<file path="config.mk">
export PLATFORM = sky130hd
export DESIGN_NAME = data_memory_indirect_addressing
export DESIGN_NICKNAME = d
export VERILOG_FILES = /design/src/core/dmem_pkg.sv /design/src/core/sector_ram.sv /design/src/core/data_memory_indirect_addressing.sv
export VERILOG_INCLUDE_DIRS = /design/src /design/src/core
export SDC_FILE = /design/constraint.sdc
export NUM_CORES = 2
export LEC_CHECK = 0
export CORE_MARGIN = 1
export CORE_UTILIZATION = 40
export CTS_CLUSTER_DIAMETER = 60
export DETAILED_ROUTE_END_ITERATION = 12
export DONT_BUFFER_PORTS = 1
export SYNTH_ARGS = -nofsm -noshare
export SYNTH_HDL_FRONTEND = slang
export SYNTH_HIERARCHICAL = 1
export SYNTH_SLANG_ARGS = --single-unit
</file>
<file path="constraint.sdc">
create_clock -name core_clk -period 5.44 [get_ports core_clk]
set_input_delay 0.544 -clock core_clk [delete_from_list [all_inputs] [get_ports core_clk]]
set_output_delay 0.544 -clock core_clk [all_outputs]
set_load 0.02 [all_outputs]
</file>
<file path="src/core/dmem_cfg.svh">
// Address map, reset values and response codes of the data memory unit
`ifndef DMEM_CFG_SVH
`define DMEM_CFG_SVH

`define LOC_PORT_A    8'h00
`define LOC_SHORT_PTR 8'h01
`define LOC_PORT_B    8'h02
`define LOC_B_LOW     8'h03
`define LOC_B_HIGH    8'h04
`define LOC_PORT_C    8'h0C
`define LOC_C_LOW     8'h0D
`define LOC_C_HIGH    8'h0E
`define LOC_FLASH_A   8'h28
`define LOC_FLASH_B   8'h29
`define LOC_EEPROM    8'h40
`define LOC_RAM_BASE  8'h80
`define LOC_SINE_END  8'hBF

`define SEC_SHORT     2'h0
`define SEC_FLASH     2'h1
`define SEC_SINE      2'h2
`define SEC_GP_A      2'h0
`define SEC_GP_B      2'h3

`define BANK_GP_A     2'h0
`define BANK_GP_B     2'h1
`define BANK_SINE     2'h2

`define RAM_DEPTH     320
`define RAM_AW        9

`define IDX_MSB       11
`define IDX_LSB       2

`define PTR_RST       8'h00
`define ZERO_BYTE     8'h00
`define RDATA_PAD     24'h000000
`define RESP_OKAY     2'h0

`endif

</file>
<file path="src/core/dmem_pkg.sv">
// Types shared by the data memory addressing unit
package dmem_pkg;

  typedef enum logic [0:0] {
    W_IDLE = 1'b0,
    W_RESP = 1'b1
  } wr_state_t;

  typedef enum logic [0:0] {
    R_IDLE = 1'b0,
    R_DATA = 1'b1
  } rd_state_t;

  typedef enum logic [1:0] {
    RG_ZERO = 2'b00,
    RG_RAM  = 2'b01,
    RG_SFR  = 2'b10
  } region_t;

  typedef struct packed {
    logic        awvalid;
    logic [11:0] awaddr;
    logic [2:0]  awprot;
    logic        wvalid;
    logic [31:0] wdata;
    logic [3:0]  wstrb;
    logic        bready;
    logic        arvalid;
    logic [11:0] araddr;
    logic [2:0]  arprot;
    logic        rready;
  } axi_req_t;

  typedef struct packed {
    logic        awready;
    logic        wready;
    logic        bvalid;
    logic [1:0]  bresp;
    logic        arready;
    logic        rvalid;
    logic [31:0] rdata;
    logic [1:0]  rresp;
  } axi_rsp_t;

  typedef struct packed {
    logic [7:0] short_ptr;
    logic [7:0] b_low;
    logic [7:0] b_high;
    logic [7:0] c_low;
    logic [7:0] c_high;
  } ptr_set_t;

  typedef struct packed {
    wr_state_t  wst;
    rd_state_t  rdst;
    logic       aw_have;
    logic       w_have;
    logic [9:0] waddr;
    logic [7:0] wdata;
    logic       wen;
    logic       awready;
    logic       wready;
    logic       bvalid;
    logic       arready;
    logic       rvalid;
    logic [7:0] rdata;
    ptr_set_t   ptr;
    logic [7:0] eeprom_control;
    logic [7:0] flash_control_a;
    logic [7:0] flash_control_b;
  } state_t;

endpackage

</file>
<file path="src/core/sector_ram.sv">
// Byte-wide storage for the general purpose and sine pattern areas
`timescale 1ns/1ps

module sector_ram #(
  parameter int DEPTH = 320,
  parameter int AW    = 9,
  parameter int DW    = 8
) (
  input  wire logic          core_clk,
  input  wire logic          we,
  input  wire logic [AW-1:0] waddr,
  input  wire logic [DW-1:0] wdata,
  input  wire logic [AW-1:0] raddr,
  output logic      [DW-1:0] rdata
);

  logic [DW-1:0] mem [DEPTH];

  // Contents are not reset, as with the real RAM
  always_ff @(posedge core_clk) begin
    if (we) begin
      mem[waddr] <= wdata;
    end
  end

  // Out-of-range indices only occur for zero and special register regions, muxed off upstream
  assign rdata = mem[raddr];

endmodule

</file>
<file path="src/core/data_memory_indirect_addressing.sv">
// Data memory addressing unit with indirect ports, behind AXI4-Lite
//
// The AXI4-Lite slave port was left to the implementer.
`timescale 1ns/1ps
`include "dmem_cfg.svh"

// What this block does
// - Port locations redirect the access to the address held in their pointer.
// - The first port with the short pointer always lands in sector 0.
// - Second and third ports use high pointer as sector, low as location.
// - Port locations have no storage: read 00H, writes are dropped.
// - All five pointers are plain read-write storage like any register.
// - Unused special register locations read back as 00H.
// - Extended direct addresses reach every location of every sector.
// - Special registers seen everywhere; eeprom and flash controls only sector 1.
// - RAM at 80H-FFH of sectors 0 and 3; sine memory 80H-BFH of sector 2.
module data_memory_indirect_addressing #(
  parameter int RAM_DEPTH = `RAM_DEPTH,
  parameter int RAM_AW    = `RAM_AW
) (
  input  wire logic               core_clk,
  input  wire logic               rst,
  input  wire dmem_pkg::axi_req_t s_axi_req,
  output dmem_pkg::axi_rsp_t      s_axi_rsp,
  output dmem_pkg::ptr_set_t      pointers
);

  import dmem_pkg::*;

  localparam state_t STATE_RST = '{
    wst:             W_IDLE,
    rdst:            R_IDLE,
    aw_have:         1'b0,
    w_have:          1'b0,
    waddr:           10'h000,
    wdata:           `ZERO_BYTE,
    wen:             1'b0,
    awready:         1'b1,
    wready:          1'b1,
    bvalid:          1'b0,
    arready:         1'b1,
    rvalid:          1'b0,
    rdata:           `ZERO_BYTE,
    ptr:             '{`PTR_RST, `PTR_RST, `PTR_RST, `PTR_RST, `PTR_RST},
    eeprom_control:  `PTR_RST,
    flash_control_a: `PTR_RST,
    flash_control_b: `PTR_RST
  };

  state_t            state_ff;
  state_t            nxt_state;

  logic [9:0]        rd_ea;
  region_t           rd_rg;
  logic [7:0]        rd_byte;
  logic [9:0]        wr_ea;
  region_t           wr_rg;
  logic [RAM_AW-1:0] ram_raddr;
  logic [RAM_AW-1:0] ram_waddr;
  logic [7:0]        ram_rdata;
  logic              ram_we;

  // Map a location seen by an instruction onto the location really used
  function automatic logic [9:0] resolve(input logic [9:0] a,
                                         input ptr_set_t   p);
    logic [7:0] loc;
    loc = a[7:0];
    unique case (loc)
      `LOC_PORT_A: resolve = {`SEC_SHORT, p.short_ptr};
      `LOC_PORT_B: resolve = {p.b_high[1:0], p.b_low};
      `LOC_PORT_C: resolve = {p.c_high[1:0], p.c_low};
      default:     resolve = a;
    endcase
  endfunction

  // What kind of storage, if any, stands behind a resolved address
  function automatic region_t classify(input logic [9:0] ea);
    logic [1:0] sec;
    logic [7:0] loc;
    sec = ea[9:8];
    loc = ea[7:0];
    classify = RG_ZERO;
    if (loc >= `LOC_RAM_BASE) begin
      if (sec == `SEC_GP_A || sec == `SEC_GP_B) begin
        classify = RG_RAM;
      end else if (sec == `SEC_SINE && loc <= `LOC_SINE_END) begin
        classify = RG_RAM;
      end
    end else begin
      unique case (loc)
        `LOC_SHORT_PTR, `LOC_B_LOW, `LOC_B_HIGH,
        `LOC_C_LOW, `LOC_C_HIGH: begin
          classify = RG_SFR;
        end
        `LOC_FLASH_A, `LOC_FLASH_B, `LOC_EEPROM: begin
          if (sec == `SEC_FLASH) begin
            classify = RG_SFR;
          end
        end
        // Port locations and all others hold nothing here
        default: classify = RG_ZERO;
      endcase
    end
  endfunction

  // Pack the three RAM areas into one contiguous array
  function automatic logic [RAM_AW-1:0] ram_index(input logic [9:0] ea);
    logic [1:0] bank;
    unique case (ea[9:8])
      `SEC_GP_A: bank = `BANK_GP_A;
      `SEC_GP_B: bank = `BANK_GP_B;
      default:   bank = `BANK_SINE;
    endcase
    ram_index = RAM_AW'({bank, ea[6:0]});
  endfunction

  function automatic logic [7:0] sfr_read(input logic [7:0] loc,
                                          input state_t   s);
    unique case (loc)
      `LOC_SHORT_PTR: sfr_read = s.ptr.short_ptr;
      `LOC_B_LOW:     sfr_read = s.ptr.b_low;
      `LOC_B_HIGH:    sfr_read = s.ptr.b_high;
      `LOC_C_LOW:     sfr_read = s.ptr.c_low;
      `LOC_C_HIGH:    sfr_read = s.ptr.c_high;
      `LOC_EEPROM:    sfr_read = s.eeprom_control;
      `LOC_FLASH_A:   sfr_read = s.flash_control_a;
      `LOC_FLASH_B:   sfr_read = s.flash_control_b;
      default:        sfr_read = `ZERO_BYTE;
    endcase
  endfunction

  // Read side resolves straight from the offered address
  assign rd_ea     = resolve(s_axi_req.araddr[`IDX_MSB:`IDX_LSB],
                             state_ff.ptr);
  assign rd_rg     = classify(rd_ea);
  assign ram_raddr = ram_index(rd_ea);

  always_comb begin
    unique case (rd_rg)
      RG_RAM:  rd_byte = ram_rdata;
      RG_SFR:  rd_byte = sfr_read(rd_ea[7:0], state_ff);
      default: rd_byte = `ZERO_BYTE;
    endcase
  end

  // Write side resolves the held address, pointers as they stand now
  assign wr_ea     = resolve(state_ff.waddr, state_ff.ptr);
  assign wr_rg     = classify(wr_ea);
  assign ram_waddr = ram_index(wr_ea);

  sector_ram #(
    .DEPTH (RAM_DEPTH),
    .AW    (RAM_AW),
    .DW    (8)
  ) u_ram (
    .core_clk (core_clk),
    .we       (ram_we),
    .waddr    (ram_waddr),
    .wdata    (state_ff.wdata),
    .raddr    (ram_raddr),
    .rdata    (ram_rdata)
  );

  always_comb begin
    nxt_state = state_ff;
    ram_we    = 1'b0;

    // Write channel: address and data accepted in either order
    unique case (state_ff.wst)
      W_IDLE: begin
        if (state_ff.aw_have && state_ff.w_have) begin
          // Strobe off, port target or empty slot: dropped, still OKAY
          if (state_ff.wen) begin
            unique case (wr_rg)
              RG_RAM: ram_we = 1'b1;
              RG_SFR: begin
                unique case (wr_ea[7:0])
                  `LOC_SHORT_PTR: begin
                    nxt_state.ptr.short_ptr = state_ff.wdata;
                  end
                  `LOC_B_LOW: begin
                    nxt_state.ptr.b_low = state_ff.wdata;
                  end
                  `LOC_B_HIGH: begin
                    nxt_state.ptr.b_high = state_ff.wdata;
                  end
                  `LOC_C_LOW: begin
                    nxt_state.ptr.c_low = state_ff.wdata;
                  end
                  `LOC_C_HIGH: begin
                    nxt_state.ptr.c_high = state_ff.wdata;
                  end
                  `LOC_EEPROM: begin
                    nxt_state.eeprom_control = state_ff.wdata;
                  end
                  `LOC_FLASH_A: begin
                    nxt_state.flash_control_a = state_ff.wdata;
                  end
                  `LOC_FLASH_B: begin
                    nxt_state.flash_control_b = state_ff.wdata;
                  end
                  default: begin
                  end
                endcase
              end
              default: begin
              end
            endcase
          end
          nxt_state.aw_have = 1'b0;
          nxt_state.w_have  = 1'b0;
          nxt_state.bvalid  = 1'b1;
          nxt_state.wst     = W_RESP;
        end else begin
          if (s_axi_req.awvalid && state_ff.awready) begin
            nxt_state.aw_have = 1'b1;
            nxt_state.awready = 1'b0;
            nxt_state.waddr   = s_axi_req.awaddr[`IDX_MSB:`IDX_LSB];
          end
          if (s_axi_req.wvalid && state_ff.wready) begin
            nxt_state.w_have = 1'b1;
            nxt_state.wready = 1'b0;
            nxt_state.wdata  = s_axi_req.wdata[7:0];
            nxt_state.wen    = s_axi_req.wstrb[0];
          end
        end
      end
      W_RESP: begin
        if (s_axi_req.bready) begin
          nxt_state.bvalid  = 1'b0;
          nxt_state.awready = 1'b1;
          nxt_state.wready  = 1'b1;
          nxt_state.wst     = W_IDLE;
        end
      end
    endcase

    // Read channel: data sampled on the address handshake edge
    unique case (state_ff.rdst)
      R_IDLE: begin
        if (s_axi_req.arvalid && state_ff.arready) begin
          nxt_state.rdata   = rd_byte;
          nxt_state.rvalid  = 1'b1;
          nxt_state.arready = 1'b0;
          nxt_state.rdst    = R_DATA;
        end
      end
      R_DATA: begin
        if (s_axi_req.rready) begin
          nxt_state.rvalid  = 1'b0;
          nxt_state.arready = 1'b1;
          nxt_state.rdst    = R_IDLE;
        end
      end
    endcase
  end

  always_ff @(posedge core_clk or posedge rst) begin
    if (rst) begin
      state_ff <= STATE_RST;
    end else begin
      state_ff <= nxt_state;
    end
  end

  // Every field below is a flip-flop or a constant
  assign s_axi_rsp.awready = state_ff.awready;
  assign s_axi_rsp.wready  = state_ff.wready;
  assign s_axi_rsp.bvalid  = state_ff.bvalid;
  assign s_axi_rsp.bresp   = `RESP_OKAY;
  assign s_axi_rsp.arready = state_ff.arready;
  assign s_axi_rsp.rvalid  = state_ff.rvalid;
  assign s_axi_rsp.rdata   = {`RDATA_PAD, state_ff.rdata};
  assign s_axi_rsp.rresp   = `RESP_OKAY;
  assign pointers          = state_ff.ptr;

endmodule

</file>
==> impl_metrics.ini <==
[synth]
synth_top_area_share_pct = 72.8
ys_ff_latch = 2660
yosys-top-cells-area = edfxtp_1 (73%), mux4_2 (13%), mux2i_1 (2.8%)
syn_inst = 5237
synth_top_area_cell = edfxtp_1
syn_area_mm2 = 0.106
synth_edf_count = 2560
ys.flop_type = edfxtp_1
synthDistinctLibCells = 77
synth_async_sr_flop_share_pct = 3.76
yosysSeqAreaShare_pct = 75.1
ys_warn_count = 6
avgSynthCellArea_um2 = 20.2

[worst_hold_path]
hold_path.class = primary input to asynchronous set/reset pin

[route]
totalWireLength_um = 261000
drc = 0
vias = 53100
routedWlPerCell_um = 28.2
ant_nets = 0
viasPerCell = 5.73
drt-initial-drc-count = 5454
drtPass1Iterations = 8

[power]
power_density_mw_per_mm2 = 419
irDropWorstVdd_uv = 617
p_leak_nw = 38.5

[cts]
cts_max_level = 5
clk_latency_ns = 0.94
cts_made_buffers = 288
cts-root-buf = clkbuf_16
cts_tree = yes
cts.path.max_buffers = 4
path_clk_slew_ns = 0.06
post_cts_buffers = 0
hold_buffers = 26
cts_resized = 0
clock_sinks = 2660

[worst_setup_path]
crit_buf_inv = 1
crit_end = u_ram/mem[214][5]$_DFFE_PP_
cp.arrival_ns = 5.60
critPathCaptureType = register
path_cells = nor2_1, a32o_1, nand2_1, nand3_1, ha_1, o21ai_0, and4b_1, nand2_1, nor2_1, nand2_2, buf_4, nor2_1
rr_endpoint = u_ram/mem[214][5]$_DFFE_PP_
r2r_slack_ns = 0.38
cp.depth = 12
ff2ff_path_depth = 12
critPathMostFrequentCell = nor2_1
cpMaxStageDelayCell = nor2_1
reg2reg_from = state_ff[89]$_DFFE_PP0P_
cp_max_fo = 19
crit_start = state_ff[89]$_DFFE_PP0P_
cp.required_ns = 5.97
path_class = register to register
slowest_delay_ns = 0.70
critical-path-top-delay-family = simple AND/OR/NAND/NOR gates
start_kind = register

[sta]
fin_skew_ns = 0.0618
worst_slew_pin_slew_ns = 1.23
rsz0062_at_grt = false
final_max_slew_viol_count = 0
fmax_mhz = 197
hold_violations = 0
fin_crit_sh_pct = 93.1
slew_headroom_pct = 17.8
whs_ns = 0.0734
setup_slack_ns = 0.375
fin_crit_ns = 5.06
setup_violations = 0
tns_ns = 0

[global_routing]
track_usage_pct = 19.5
grt_antenna_before_repair = 6
grt_pass1_vias = 53300
busiest_layer = met2
grtUsageMet1_pct = 27.7
grt_start_max_net_pins = 204
grt_pass1_wl_um = 377000
gr-total-overflow = 0
met3_usage_pct = 4.07
use_met2_pct = 30.2

[place]
port-buffer-count = 0
gp_congestion = 0.943
place_area_mm2 = 0.112
dp_slack_ns = 0.0499
hpwl_um = 162000

[finish]
layout_commonest_cell = edfxtp_1
syn_to_final_growth_pct = 13.9
final_nets = 5645
design_area_mm2 = 0.120
fillers = 22000
drive_gt1_share_pct = 25.6
fin_util_pct = 45.8
layout_common_cells = edfxtp_1 (2560), mux4_2 (590), nor2_1 (359)

[run]
cap_violations = 0

[die]
core_mm2 = 0.263
dieArea_mm2 = 0.266
die_y_um = 516
initial_utilization_pct = 40.3
pin_count = 154
die_x_um = 516
rows = 188

[run_status]
status = completed
## synthesized netlist by cell type (9+ instances only)
library cell  instances
a22oi_1              57
nor2b_1              23
a31oi_1              18
mux2i_1             293
a211oi_1             23
a22o_1               11
buf_1                16
nor2_1              359
dfrtp_1              97
a41oi_1              17
clkbuf_1            176
nor3_1               37
buf_6                41
and3_1               10
mux2_2               74
nand4_1              26
mux2_4               12
buf_4               114
edfxtp_1           2560
a221oi_1             85
o22ai_1              28
buf_2                50
o21ai_0             122
o211ai_1             38
mux4_2              590
inv_1                37
nand2b_1              9
nand2_1              87
a21oi_1              40
nand3_1              67
## metal layers
layer / routed length [um] / part of all wire, % / vias to the layer above
li1: - / - / 22200
met1: 111000 / 43 / 28300
met2: 122000 / 47 / 2165
met3: 21300 / 8.2 / 390
met4: 7120 / 2.7 / 6
met5: 41 / 0.016 / -
## through the flow
stage / cells / power, mW
finish: 9273 / 50.5
detailed placement: 8765 / 32.8
global route: 9272 / 52.0
CTS: 9270 / 50.9
global placement: 8765 / 32.5
floorplan: 5264 / 30.5
## sequential cells by signal, indices dropped and copies added, names as in the netlist
register   count
u_ram/mem   2560
state_ff      47
pointers      40
s_axi_rsp     13
## worst min path at each step
stage	start	to	slack [ns]
2_1_floorplan	s_axi_rsp[38]$_DFFE_PP0P_	s_axi_rsp[38]$_DFFE_PP0P_	0.45
4_1_cts	rst	state_ff[78]$_DFFE_PP0P_	0.03
3_5_place_dp	rst	state_ff[90]$_DFFE_PP0P_	0.41
6_report	rst	state_ff[90]$_DFFE_PP0P_	0.07
5_1_grt	rst	state_ff[90]$_DFFE_PP0P_	0.09
3_3_place_gp	rst	pointers[31]$_DFFE_PP0P_	0.40
## worst register-to-register path: stages (launching register included)
cell and delay [ns]:
dfrtp_1 0.60, nor2_1 0.70, a32o_1 0.26, nand2_1 0.05, nand3_1 0.15, ha_1 0.39, o21ai_0 0.12, and4b_1 0.33
nand2_1 0.08, nor2_1 0.33, nand2_2 0.66, buf_4 0.45, nor2_1 0.54
## power by group
part | internal, mW | total (mW) | switching (mW)
clock | 10.5 | 18.1 | 7.57
combinational | 1.29 | 6.00 | 4.71
sequential | 25.6 | 26.4 | 0.756
total | 37.4 | 50.5 | 13.0
## final cells by class
class	instances	area [um2]	share of cell area [%]
Inverter	40	180	0.150
Tap cell	3515	4400	3.65
Clock buffer	360	7650	6.35
Timing Repair Buffer	409	3760	3.12
Antenna cell	3	7.51	0.00624
Multi-Input combinational cell	2167	24000	20.0
Sequential cell	2660	79400	66.0
Clock inverter	119	943	0.784
## kinds of logic after synthesis
| logic type | Yosys count | synth area share, % |
|---|---|---|
| AND/OR/NAND/NOR | 674 | 2.94 |
| buffers and inverters | 437 | 2.31 |
| flip-flops | 2660 | 75.1 |
| other | 1 | 0.00355 |
| adder cells (fa/ha/maj) | 6 | 0.0710 |
| AO/OA/AOI/OAI | 490 | 3.24 |
| multiplexers | 969 | 16.3 |
Power figures use the tool's default switching activity.
